File: src/hw/tmc_pkg.sv
// constants, field layouts and types of the mapping command engine
package tmc_pkg;

   // table sizes supported by this engine
   localparam int            DEV_COUNT     = 16;
   localparam int            COL_COUNT     = 16;
   localparam logic [31:0]   DEV_LIMIT     = 32'h0000_0010;
   localparam logic [15:0]   COL_LIMIT     = 16'h0010;
   localparam logic [31:0]   CMD_BYTES     = 32'h0000_0020;
   localparam logic [31:0]   MIN_MSG_IRQ   = 32'h0000_2000;
   localparam logic [51:0]   ENTRY_BYTES   = 52'h0_0000_0000_0008;

   // command codes in bits 7:0 of word 0
   localparam logic [7:0]    OP_COL_BIND   = 8'h01;
   localparam logic [7:0]    OP_DEV_BIND   = 8'h02;
   localparam logic [7:0]    OP_EVT_BIND   = 8'h03;

   // field positions
   localparam int            VALID_BIT     = 63;
   localparam int            TGT_LSB       = 16;
   localparam int            TGT_MSB       = 50;
   localparam int            PHYS_MSB      = 47;
   localparam int            TTA_LSB       = 8;
   localparam int            TTA_MSB       = 51;

   // register indices on the plain port
   localparam logic [3:0]    REG_CTRL      = 4'h0;
   localparam logic [3:0]    REG_STATUS    = 4'h1;
   localparam logic [3:0]    REG_RDPTR     = 4'h2;
   localparam logic [3:0]    REG_ERRCNT    = 4'h3;

   // control register fields and reset value
   localparam int            CTL_SYSERR    = 0;
   localparam int            CTL_PHYS      = 1;
   localparam int            CTL_LIM_LSB   = 4;
   localparam int            CTL_ATTR_LSB  = 12;
   localparam logic [31:0]   CTRL_RESET    = 32'h0000_00f3;

   typedef enum logic [2:0] {
      ERR_NONE, ERR_COL_OOR, ERR_DEV_OOR, ERR_SIZE_OOR,
      ERR_UNMAPPED_DEV, ERR_ID_OOR, ERR_NOT_MSG_IRQ, ERR_BAD_OP
   } tmc_err_type;

   typedef struct packed {
      logic [63:0] dw3;
      logic [63:0] dw2;
      logic [63:0] dw1;
      logic [63:0] dw0;
   } tmc_packet_type;

   typedef struct packed {
      logic        valid;
      logic [43:0] base_hi;
      logic [4:0]  size;
   } tmc_dte_type;

   typedef struct packed {
      logic        valid;
      logic [34:0] target;
   } tmc_cte_type;

   typedef struct packed {
      logic        valid;
      logic        physical;
      logic [15:0] collection_number;
      logic [31:0] physical_irq_number;
   } tmc_ite_type;

endpackage

File: src/hw/tmc_cmd_engine.sv
// mapping command engine: collection, device table and identity event bind
//
// Strobed register access and the register addresses are this design's own decisions.
module tmc_cmd_engine (
   // clock and reset
   input  wire  logic                  mclk_in,
   input  wire  logic                  rstn_in,
   // command packets from the queue
   input  wire  logic                  cmd_valid_in,
   input  wire  tmc_pkg::tmc_packet_type cmd_packet_in,
   output logic                        cmd_ready_out,
   output logic                        rdptr_adv_out,
   // translation table write port
   output logic                        tt_wr_valid_out,
   output logic [51:0]                 tt_wr_addr_out,
   output tmc_pkg::tmc_ite_type        tt_wr_data_out,
   output logic [3:0]                  tt_wr_attr_out,
   input  wire  logic                  tt_wr_ready_in,
   // cache invalidation and error reporting
   output logic                        cache_inval_out,
   output logic [3:0]                  cache_inval_dev_out,
   output logic                        sys_error_out,
   output tmc_pkg::tmc_err_type        sys_error_cause_out,
   // translation request lookup
   input  wire  logic                  lk_valid_in,
   input  wire  logic [31:0]           lk_requester_in,
   input  wire  logic [31:0]           lk_event_in,
   input  wire  logic [15:0]           lk_collection_in,
   output logic                        lk_done_out,
   output logic                        lk_accept_out,
   output logic                        lk_col_valid_out,
   output logic [34:0]                 lk_target_out,
   // register port
   input  wire  logic [3:0]            reg_addr_in,
   input  wire  logic [31:0]           reg_wdata_in,
   input  wire  logic                  reg_wr_in,
   input  wire  logic                  reg_rd_in,
   output logic [31:0]                 reg_rdata_out
);

   typedef enum logic [1:0] {ST_IDLE, ST_EXEC, ST_WRITE} tmc_state_type;

   tmc_state_type           state_ff;
   tmc_pkg::tmc_packet_type pkt_ff;
   tmc_pkg::tmc_dte_type    dte_ff [tmc_pkg::DEV_COUNT];
   tmc_pkg::tmc_cte_type    cte_ff [tmc_pkg::COL_COUNT];
   logic [31:0]             ctrl_ff;
   logic [31:0]             rdptr_ff;
   logic [31:0]             errcnt_ff;
   logic                    err_flag_ff;
   tmc_pkg::tmc_err_type    err_cause_ff;
   logic [31:0]             rdata_ff;

   tmc_pkg::tmc_err_type    nxt_err;
   tmc_pkg::tmc_dte_type    cur_dte;
   logic [7:0]              opcode;
   logic [31:0]             requester_number;
   logic [31:0]             event_number;
   logic [15:0]             collection_number;
   logic                    bind_valid;
   logic [4:0]              size_field;
   logic [4:0]              event_width_limit;
   logic [34:0]             target_unit_field;
   logic                    exec_done;
   logic                    advance;

   ////////////////////////////////////////////////////////////////////////
   // helpers

   // event fits when no bit at or above size+1 is set
   function automatic logic id_out_of_range(input logic [31:0] evt,
                                            input logic [4:0]  size);
      logic [5:0] bits;
      bits = {1'b0, size} + 6'h01;
      return (bits >= 6'h20) ? 1'b0 : ((evt >> bits) != 32'h0);
   endfunction

   function automatic logic dev_oor(input logic [31:0] dev);
      return dev >= tmc_pkg::DEV_LIMIT;
   endfunction

   function automatic logic col_oor(input logic [15:0] col);
      return col >= tmc_pkg::COL_LIMIT;
   endfunction

   ////////////////////////////////////////////////////////////////////////
   // packet fields

   assign opcode            = pkt_ff.dw0[7:0];
   assign requester_number  = pkt_ff.dw0[63:32];
   assign event_number      = pkt_ff.dw1[31:0];
   assign size_field        = pkt_ff.dw1[4:0];
   assign collection_number = pkt_ff.dw2[15:0];
   assign bind_valid        = pkt_ff.dw2[tmc_pkg::VALID_BIT];
   assign event_width_limit = ctrl_ff[tmc_pkg::CTL_LIM_LSB +: 5];
   assign cur_dte           = dte_ff[requester_number[3:0]];

   // physical format drops bits above 47; unmapped target stored as zero
   always_comb begin
      target_unit_field = pkt_ff.dw2[tmc_pkg::TGT_MSB:tmc_pkg::TGT_LSB];
      if (ctrl_ff[tmc_pkg::CTL_PHYS]) begin
         target_unit_field[34:32] = 3'h0;
      end
      if (!bind_valid) begin
         target_unit_field = 35'h0;
      end
   end

   ////////////////////////////////////////////////////////////////////////
   // command checks

   always_comb begin
      nxt_err = tmc_pkg::ERR_NONE;
      unique case (opcode)
         tmc_pkg::OP_COL_BIND: begin
            if (col_oor(collection_number)) begin
               nxt_err = tmc_pkg::ERR_COL_OOR;
            end
         end
         tmc_pkg::OP_DEV_BIND: begin
            if (dev_oor(requester_number)) begin
               nxt_err = tmc_pkg::ERR_DEV_OOR;
            end else if (bind_valid && size_field > event_width_limit) begin
               nxt_err = tmc_pkg::ERR_SIZE_OOR;
            end
         end
         tmc_pkg::OP_EVT_BIND: begin
            if (dev_oor(requester_number)) begin
               nxt_err = tmc_pkg::ERR_DEV_OOR;
            end else if (col_oor(collection_number)) begin
               nxt_err = tmc_pkg::ERR_COL_OOR;
            end else if (!cur_dte.valid) begin
               nxt_err = tmc_pkg::ERR_UNMAPPED_DEV;
            end else if (id_out_of_range(event_number, cur_dte.size)) begin
               nxt_err = tmc_pkg::ERR_ID_OOR;
            end else if (event_number < tmc_pkg::MIN_MSG_IRQ) begin
               nxt_err = tmc_pkg::ERR_NOT_MSG_IRQ;
            end
         end
         default: nxt_err = tmc_pkg::ERR_BAD_OP;
      endcase
   end

   ////////////////////////////////////////////////////////////////////////
   // sequencing

   assign cmd_ready_out = (state_ff == ST_IDLE);
   assign exec_done     = (state_ff == ST_EXEC) &&
                          (nxt_err != tmc_pkg::ERR_NONE ||
                           opcode != tmc_pkg::OP_EVT_BIND);
   // failed commands are skipped so the queue cannot wedge
   assign advance       = exec_done ||
                          (state_ff == ST_WRITE && tt_wr_ready_in);

   always_ff @(posedge mclk_in) begin
      if (!rstn_in) begin
         state_ff <= ST_IDLE;
      end else begin
         unique case (state_ff)
            ST_IDLE:  if (cmd_valid_in) state_ff <= ST_EXEC;
            ST_EXEC:  state_ff <= exec_done ? ST_IDLE : ST_WRITE;
            ST_WRITE: if (tt_wr_ready_in) state_ff <= ST_IDLE;
         endcase
      end
   end

   always_ff @(posedge mclk_in) begin
      if (!rstn_in) begin
         pkt_ff <= '0;
      end else if (cmd_ready_out && cmd_valid_in) begin
         pkt_ff <= cmd_packet_in;
      end
   end

   always_ff @(posedge mclk_in) begin
      if (!rstn_in) begin
         rdptr_ff      <= 32'h0;
         rdptr_adv_out <= 1'b0;
      end else begin
         rdptr_adv_out <= advance;
         if (advance) begin
            rdptr_ff <= rdptr_ff + tmc_pkg::CMD_BYTES;
         end
      end
   end

   ////////////////////////////////////////////////////////////////////////
   // collection and device tables

   always_ff @(posedge mclk_in) begin
      if (!rstn_in) begin
         for (int i = 0; i < tmc_pkg::COL_COUNT; i++) cte_ff[i] <= '0;
      end else if (state_ff == ST_EXEC && nxt_err == tmc_pkg::ERR_NONE &&
                   opcode == tmc_pkg::OP_COL_BIND) begin
         // valid 0 clears the entry so its interrupts are ignored
         cte_ff[collection_number[3:0]] <= {bind_valid, target_unit_field};
      end
   end

   always_ff @(posedge mclk_in) begin
      if (!rstn_in) begin
         for (int i = 0; i < tmc_pkg::DEV_COUNT; i++) dte_ff[i] <= '0;
      end else if (state_ff == ST_EXEC && nxt_err == tmc_pkg::ERR_NONE &&
                   opcode == tmc_pkg::OP_DEV_BIND) begin
         // base low eight bits are implied zero: 256-byte aligned
         dte_ff[requester_number[3:0]] <=
            {bind_valid, pkt_ff.dw2[tmc_pkg::TTA_MSB:tmc_pkg::TTA_LSB],
             size_field};
      end
   end

   always_ff @(posedge mclk_in) begin
      if (!rstn_in) begin
         cache_inval_out     <= 1'b0;
         cache_inval_dev_out <= 4'h0;
      end else begin
         cache_inval_out <= state_ff == ST_EXEC &&
                            nxt_err == tmc_pkg::ERR_NONE &&
                            opcode == tmc_pkg::OP_DEV_BIND &&
                            cur_dte.valid;
         if (state_ff == ST_EXEC) begin
            cache_inval_dev_out <= requester_number[3:0];
         end
      end
   end

   ////////////////////////////////////////////////////////////////////////
   // translation entry write

   always_ff @(posedge mclk_in) begin
      if (!rstn_in) begin
         tt_wr_valid_out <= 1'b0;
         tt_wr_addr_out  <= 52'h0;
         tt_wr_data_out  <= '0;
         tt_wr_attr_out  <= 4'h0;
      end else if (state_ff == ST_EXEC && !exec_done) begin
         tt_wr_valid_out <= 1'b1;
         tt_wr_addr_out  <= {cur_dte.base_hi, 8'h00} +
                            event_number[31:0] * tmc_pkg::ENTRY_BYTES;
         tt_wr_data_out  <= {1'b1, 1'b1, collection_number,
                             event_number};
         tt_wr_attr_out  <= ctrl_ff[tmc_pkg::CTL_ATTR_LSB +: 4];
      end else if (state_ff == ST_WRITE && tt_wr_ready_in) begin
         tt_wr_valid_out <= 1'b0;
      end
   end

   ////////////////////////////////////////////////////////////////////////
   // error reporting

   always_ff @(posedge mclk_in) begin
      if (!rstn_in) begin
         sys_error_out       <= 1'b0;
         sys_error_cause_out <= tmc_pkg::ERR_NONE;
         err_flag_ff         <= 1'b0;
         err_cause_ff        <= tmc_pkg::ERR_NONE;
         errcnt_ff           <= 32'h0;
      end else begin
         sys_error_out <= state_ff == ST_EXEC &&
                          nxt_err != tmc_pkg::ERR_NONE &&
                          ctrl_ff[tmc_pkg::CTL_SYSERR];
         if (state_ff == ST_EXEC && nxt_err != tmc_pkg::ERR_NONE) begin
            sys_error_cause_out <= nxt_err;
            err_cause_ff        <= nxt_err;
            err_flag_ff         <= 1'b1;
            errcnt_ff           <= errcnt_ff + 32'h1;
         end else if (reg_wr_in && reg_addr_in == tmc_pkg::REG_STATUS &&
                      reg_wdata_in[0]) begin
            // a new error in the clear cycle wins over the clear
            err_flag_ff <= 1'b0;
         end
      end
   end

   ////////////////////////////////////////////////////////////////////////
   // request lookup

   always_ff @(posedge mclk_in) begin
      if (!rstn_in) begin
         lk_done_out      <= 1'b0;
         lk_accept_out    <= 1'b0;
         lk_col_valid_out <= 1'b0;
         lk_target_out    <= 35'h0;
      end else begin
         lk_done_out <= lk_valid_in;
         // unmapped devices and oversize events are discarded
         lk_accept_out <= lk_valid_in && !dev_oor(lk_requester_in) &&
            dte_ff[lk_requester_in[3:0]].valid &&
            !id_out_of_range(lk_event_in,
                             dte_ff[lk_requester_in[3:0]].size);
         lk_col_valid_out <= lk_valid_in && !col_oor(lk_collection_in) &&
                             cte_ff[lk_collection_in[3:0]].valid;
         lk_target_out <= cte_ff[lk_collection_in[3:0]].target;
      end
   end

   ////////////////////////////////////////////////////////////////////////
   // register port

   always_ff @(posedge mclk_in) begin
      if (!rstn_in) begin
         ctrl_ff <= tmc_pkg::CTRL_RESET;
      end else if (reg_wr_in && reg_addr_in == tmc_pkg::REG_CTRL) begin
         ctrl_ff <= reg_wdata_in & 32'h0000_f1f3;
      end
   end

   always_ff @(posedge mclk_in) begin
      if (!rstn_in) begin
         rdata_ff <= 32'h0;
      end else if (reg_rd_in) begin
         unique case (reg_addr_in)
            tmc_pkg::REG_CTRL:   rdata_ff <= ctrl_ff;
            tmc_pkg::REG_STATUS: rdata_ff <= {24'h0, state_ff != ST_IDLE,
                                              err_cause_ff, 3'h0,
                                              err_flag_ff};
            tmc_pkg::REG_RDPTR:  rdata_ff <= rdptr_ff;
            tmc_pkg::REG_ERRCNT: rdata_ff <= errcnt_ff;
            default:             rdata_ff <= 32'h0;
         endcase
      end else begin
         rdata_ff <= 32'h0;
      end
   end

   assign reg_rdata_out = rdata_ff;

endmodule

File: config.mk
export PLATFORM = sky130hd
export DESIGN_NAME = tmc_cmd_engine
export DESIGN_NICKNAME = d
export VERILOG_FILES = /design/src/hw/tmc_pkg.sv /design/src/hw/tmc_cmd_engine.sv
export SDC_FILE = /design/constraint.sdc
export NUM_CORES = 2
export LEC_CHECK = 0
export CAP_MARGIN = 20
export CORE_UTILIZATION = 60
export DETAILED_ROUTE_END_ITERATION = 8
export DONT_BUFFER_PORTS = 1
export GPL_ROUTABILITY_DRIVEN = 0
export MAX_ROUTING_LAYER = met4
export PLACE_DENSITY = 0.76
export SLEW_MARGIN = 25
export SYNTH_ARGS = -nofsm -noshare
export SYNTH_HDL_FRONTEND = slang
export SYNTH_SLANG_ARGS = --single-unit
File: constraint.sdc
create_clock -name mclk_in -period 10.95 [get_ports mclk_in]
set_input_delay 0.5475 -clock mclk_in [delete_from_list [all_inputs] [get_ports mclk_in]]
set_output_delay 0.5475 -clock mclk_in [all_outputs]
set_load 0.1 [all_outputs]
==> summary.txt <==
Iter 0 DRT Violations = 7338
Die area = 129200 um^2
First-pass GRT wire length = 328300 um
FP Rows = 130
Leakage = 27.97 nW
Total core area = 126200 um^2
Final nets = 6296
Reg2reg path depth = 15
CP Class = flip-flop to flip-flop
Maximum VDD drop = 0.1237 mV
Least-Margin Pin Slew = 1151 ps
Crit path largest cell delay = 870 ps
PwrDens = 172.4 nW/um^2
Setup crit start kind = flip-flop
Setup Viol. Count Final = 0
CTS tree = yes
Chip Height = 359.4 um
Worst Hold Path Cells = 2
Routed wire length = 225800 um
Synthesized area = 76650 um^2
Reg-to-reg endpoint = dte_ff[11][36]$_SDFFCE_PN0P_
Largest net degree at the start of global routing = 156
Ys async rst share = 0%
Clock transition at the registers of the reported paths = 60 ps
Initial antenna violation count = 9
Area grow syn2layout = 10.87%
H-tree depth = 4
Clock buffer depth = 3
Register area share after synthesis = 63.83%
Headroom to the max-slew limit = 22.72%
Horiz. Die Dim = 359.4 um
DRC viols = 0
GRT Total Usage = 35.80%
HP Class = input pin to flip-flop
Post-route ant nets = 0
CTS Sinks = 1756
Via Count = 51520
CP Data Required Time = 11380 ps
Unique cell type count in the Yosys netlist = 81
Hold_sp = lk_collection_in[3]
Global route total overflow = 0
IO Port Bufs = 0
Fin crit share = 76.00%
Top FF cell, synth = edfxtp_1
Hold Vio Cnt, Final = 0
Peak Freq = 120.2 MHz
Main area contributors after synthesis = edfxtp_1 (54%), mux4_2 (13%), dfxtp_1 (9.9%), nor2_1 (7.3%), nand2_1 (3.4%)
Synth top area share = 53.91%
Root buf cell = clkbuf_16
Layout cells sized above 1 = 15.26%
Post-synth EDFFs = 1376
Final instance area = 84980 um^2
Vias in the first global route = 50150
Final Critical Period = 8322 ps
Via density = 6.706
Highest net fanout along the worst path = 96
CTS resizes = 0
CP Capture Type = flip-flop
Number of max-cap violations = 0
Status = finished clean
Hold EP = lk_target_out[15]$_SDFF_PN0_
Starting density of the core = 60.73%
RSZ-0062 raised after global routing = no
Setup TNS = 0 ps
Ports = 567
Avg WL per Cell = 29.40 um
Syn Inst Count = 5935
Slew Viols, Final = 0
Syn Area/Cell = 12.91 um^2
Post-DP Area = 77940 um^2
TritonRoute pass-1 iters = 8
HPWL after detailed placement = 133600 um
FF+latch count, synth = 1756
Worst EP arrival = 8750 ps
Clock Skews = 33.80 ps
Crit-path cells = buf_12 > nand2_1 > o21ai_0 > o22a_1 > mux2i_1 > a22oi_1 > or3b_1 > nor4_1 > o221ai_1 > nor3_2 > o2111ai_2 > nor4_4 > nand2_4 > o21ai_4 > buf_4
Syn. warnings = 0
CP max stage cell = nor4_4
Dominant cell type by area after synthesis = edfxtp_1
Inserted Clock Buffers = 173
Reg2reg setup slack = 2630 ps
Worst-Skew Late Latency = 820 ps
==> synth_stat cells (all sizes together), types with 14 or more instances <==
master  count
xnor2      21
mux4      455
buf       177
dfxtp     380
nand3      46
o211ai     17
and3       33
mux2i      45
a21oi     271
or3        25
a211oi     14
xor2       22
o21ai      76
clkbuf    291
nand2b     55
nor3       22
inv        33
nor2     1500
ha         37
nand2     697
and2       55
edfxtp   1376
o21a       17
nor4       40
nor2b      15
a22oi      38
nand4      28
==> metrics by stage <==
| stage | power, mW | hold slack, ps | instances | setup slack, ps | utilization [%] |
|---|---|---|---|---|---|
| finish | 14.65 | 57.10 | 7682 | 2628 | 67.32 |
| global route | 14.97 | 14.18 | 7680 | 2044 | 67.32 |
| CTS | 14.63 | 4.113 | 7671 | 2571 | 67.30 |
| detailed placement | 8.855 | 444.4 | 7210 | 2585 | 61.75 |
| global placement | 8.817 | 437.9 | 7205 | 2522 | 61.63 |
| floorplan | 8.506 | 423.3 | 5937 | 2957 | - |
==> metal layers <==
metal	up-vias	part of all wire (%)	track usage [%]
met5	-	0	-
met4	0	4.9	15.92
met3	747	14	10.53
met2	3740	48	55.45
met1	25630	33	43.83
li1	21390	-	-
==> layout make-up <==
type | count | area (um^2)
sequential | 1756 | 48960
clock inverter | 75 | 694.4
tap | 1650 | 2064
multi-input combinational | 3678 | 25920
fill | 8364 | 41240
timing repair buffer | 235 | 2326
clock buffer | 242 | 4843
antenna | 11 | 27.53
inverter | 35 | 138.9
==> repair_timing <==
action	in CTS	in global routing
setup buffers	0	0
hold endpoints to repair	235	0
hold buffers	144	0
==> worst max path at each step <==
stage          cells past startpoint                           end  slack (ps)
2_1_floorplan                     18   dte_ff[14][0]$_SDFFCE_PN0P_        2960
3_3_place_gp                      15  dte_ff[11][34]$_SDFFCE_PN0P_        2520
3_5_place_dp                      15  dte_ff[11][41]$_SDFFCE_PN0P_        2580
4_1_cts                           15  dte_ff[11][36]$_SDFFCE_PN0P_        2570
5_1_grt                           15  dte_ff[11][36]$_SDFFCE_PN0P_        2040
6_report                          15  dte_ff[11][36]$_SDFFCE_PN0P_        2630
==> power by group <==
part | switching [mW] | total [mW] | internal (mW)
clock | 2.55 | 5.84 | 3.29
sequential | 0.271 | 7.66 | 7.39
combinational | 0.681 | 1.15 | 0.470
total | 3.51 | 14.7 | 11.1
==> cell usage in the layout (no fill, tap or decap), types with 37 or more instances in the layout <==
cell type | Yosys | layout
dlygate4sd3_1 | 0 | 143
nand2_1 | 697 | 670
a22oi_1 | 37 | 37
nor2_1 | 1500 | 1498
clkbuf_1 | 291 | 45
and2_1 | 54 | 53
edfxtp_1 | 1376 | 1376
o21ai_0 | 72 | 56
buf_4 | 15 | 78
nand3_1 | 38 | 37
a21oi_1 | 271 | 271
ha_1 | 37 | 37
dfxtp_1 | 380 | 360
mux2i_1 | 45 | 45
clkbuf_16 | 0 | 177
mux4_2 | 455 | 455
nand2b_1 | 55 | 53
==> flip-flops by register name, summed over array words and instances, names as in the netlist, 32 cells and up, named ones only <==
signal and count:
pkt_ff 68, lk_target_out 35, cte_ff 576, errcnt_ff 32, tt_wr_addr_out 44, reg_rdata_out 32
tt_wr_data_out 49, dte_ff 800, event_number 32
==> worst max-delay path: cells and delay by family, from the launching register on <==
kind                   cells  cell delay (ps)
AO/OA/AOI/OAI              6             2930
flip-flops                 1              750
AND/OR/NAND/NOR            6             2430
buffers and inverters      2             1360
multiplexers               1              340
==> cells by family after synthesis <==
family                   Yosys count  synth area share [%]
XOR/XNOR                          43                0.4913
other                              1              0.004892
AO/OA/AOI/OAI                    524                 4.105
buffers and inverters            503                 2.809
AND/OR/NAND/NOR                 2558                 13.99
multiplexers                     512                 14.13
adder cells (fa/ha/maj)           38                0.6301
flip-flops                      1756                 63.83
Note: power is estimated with default switching activity, not from simulation.
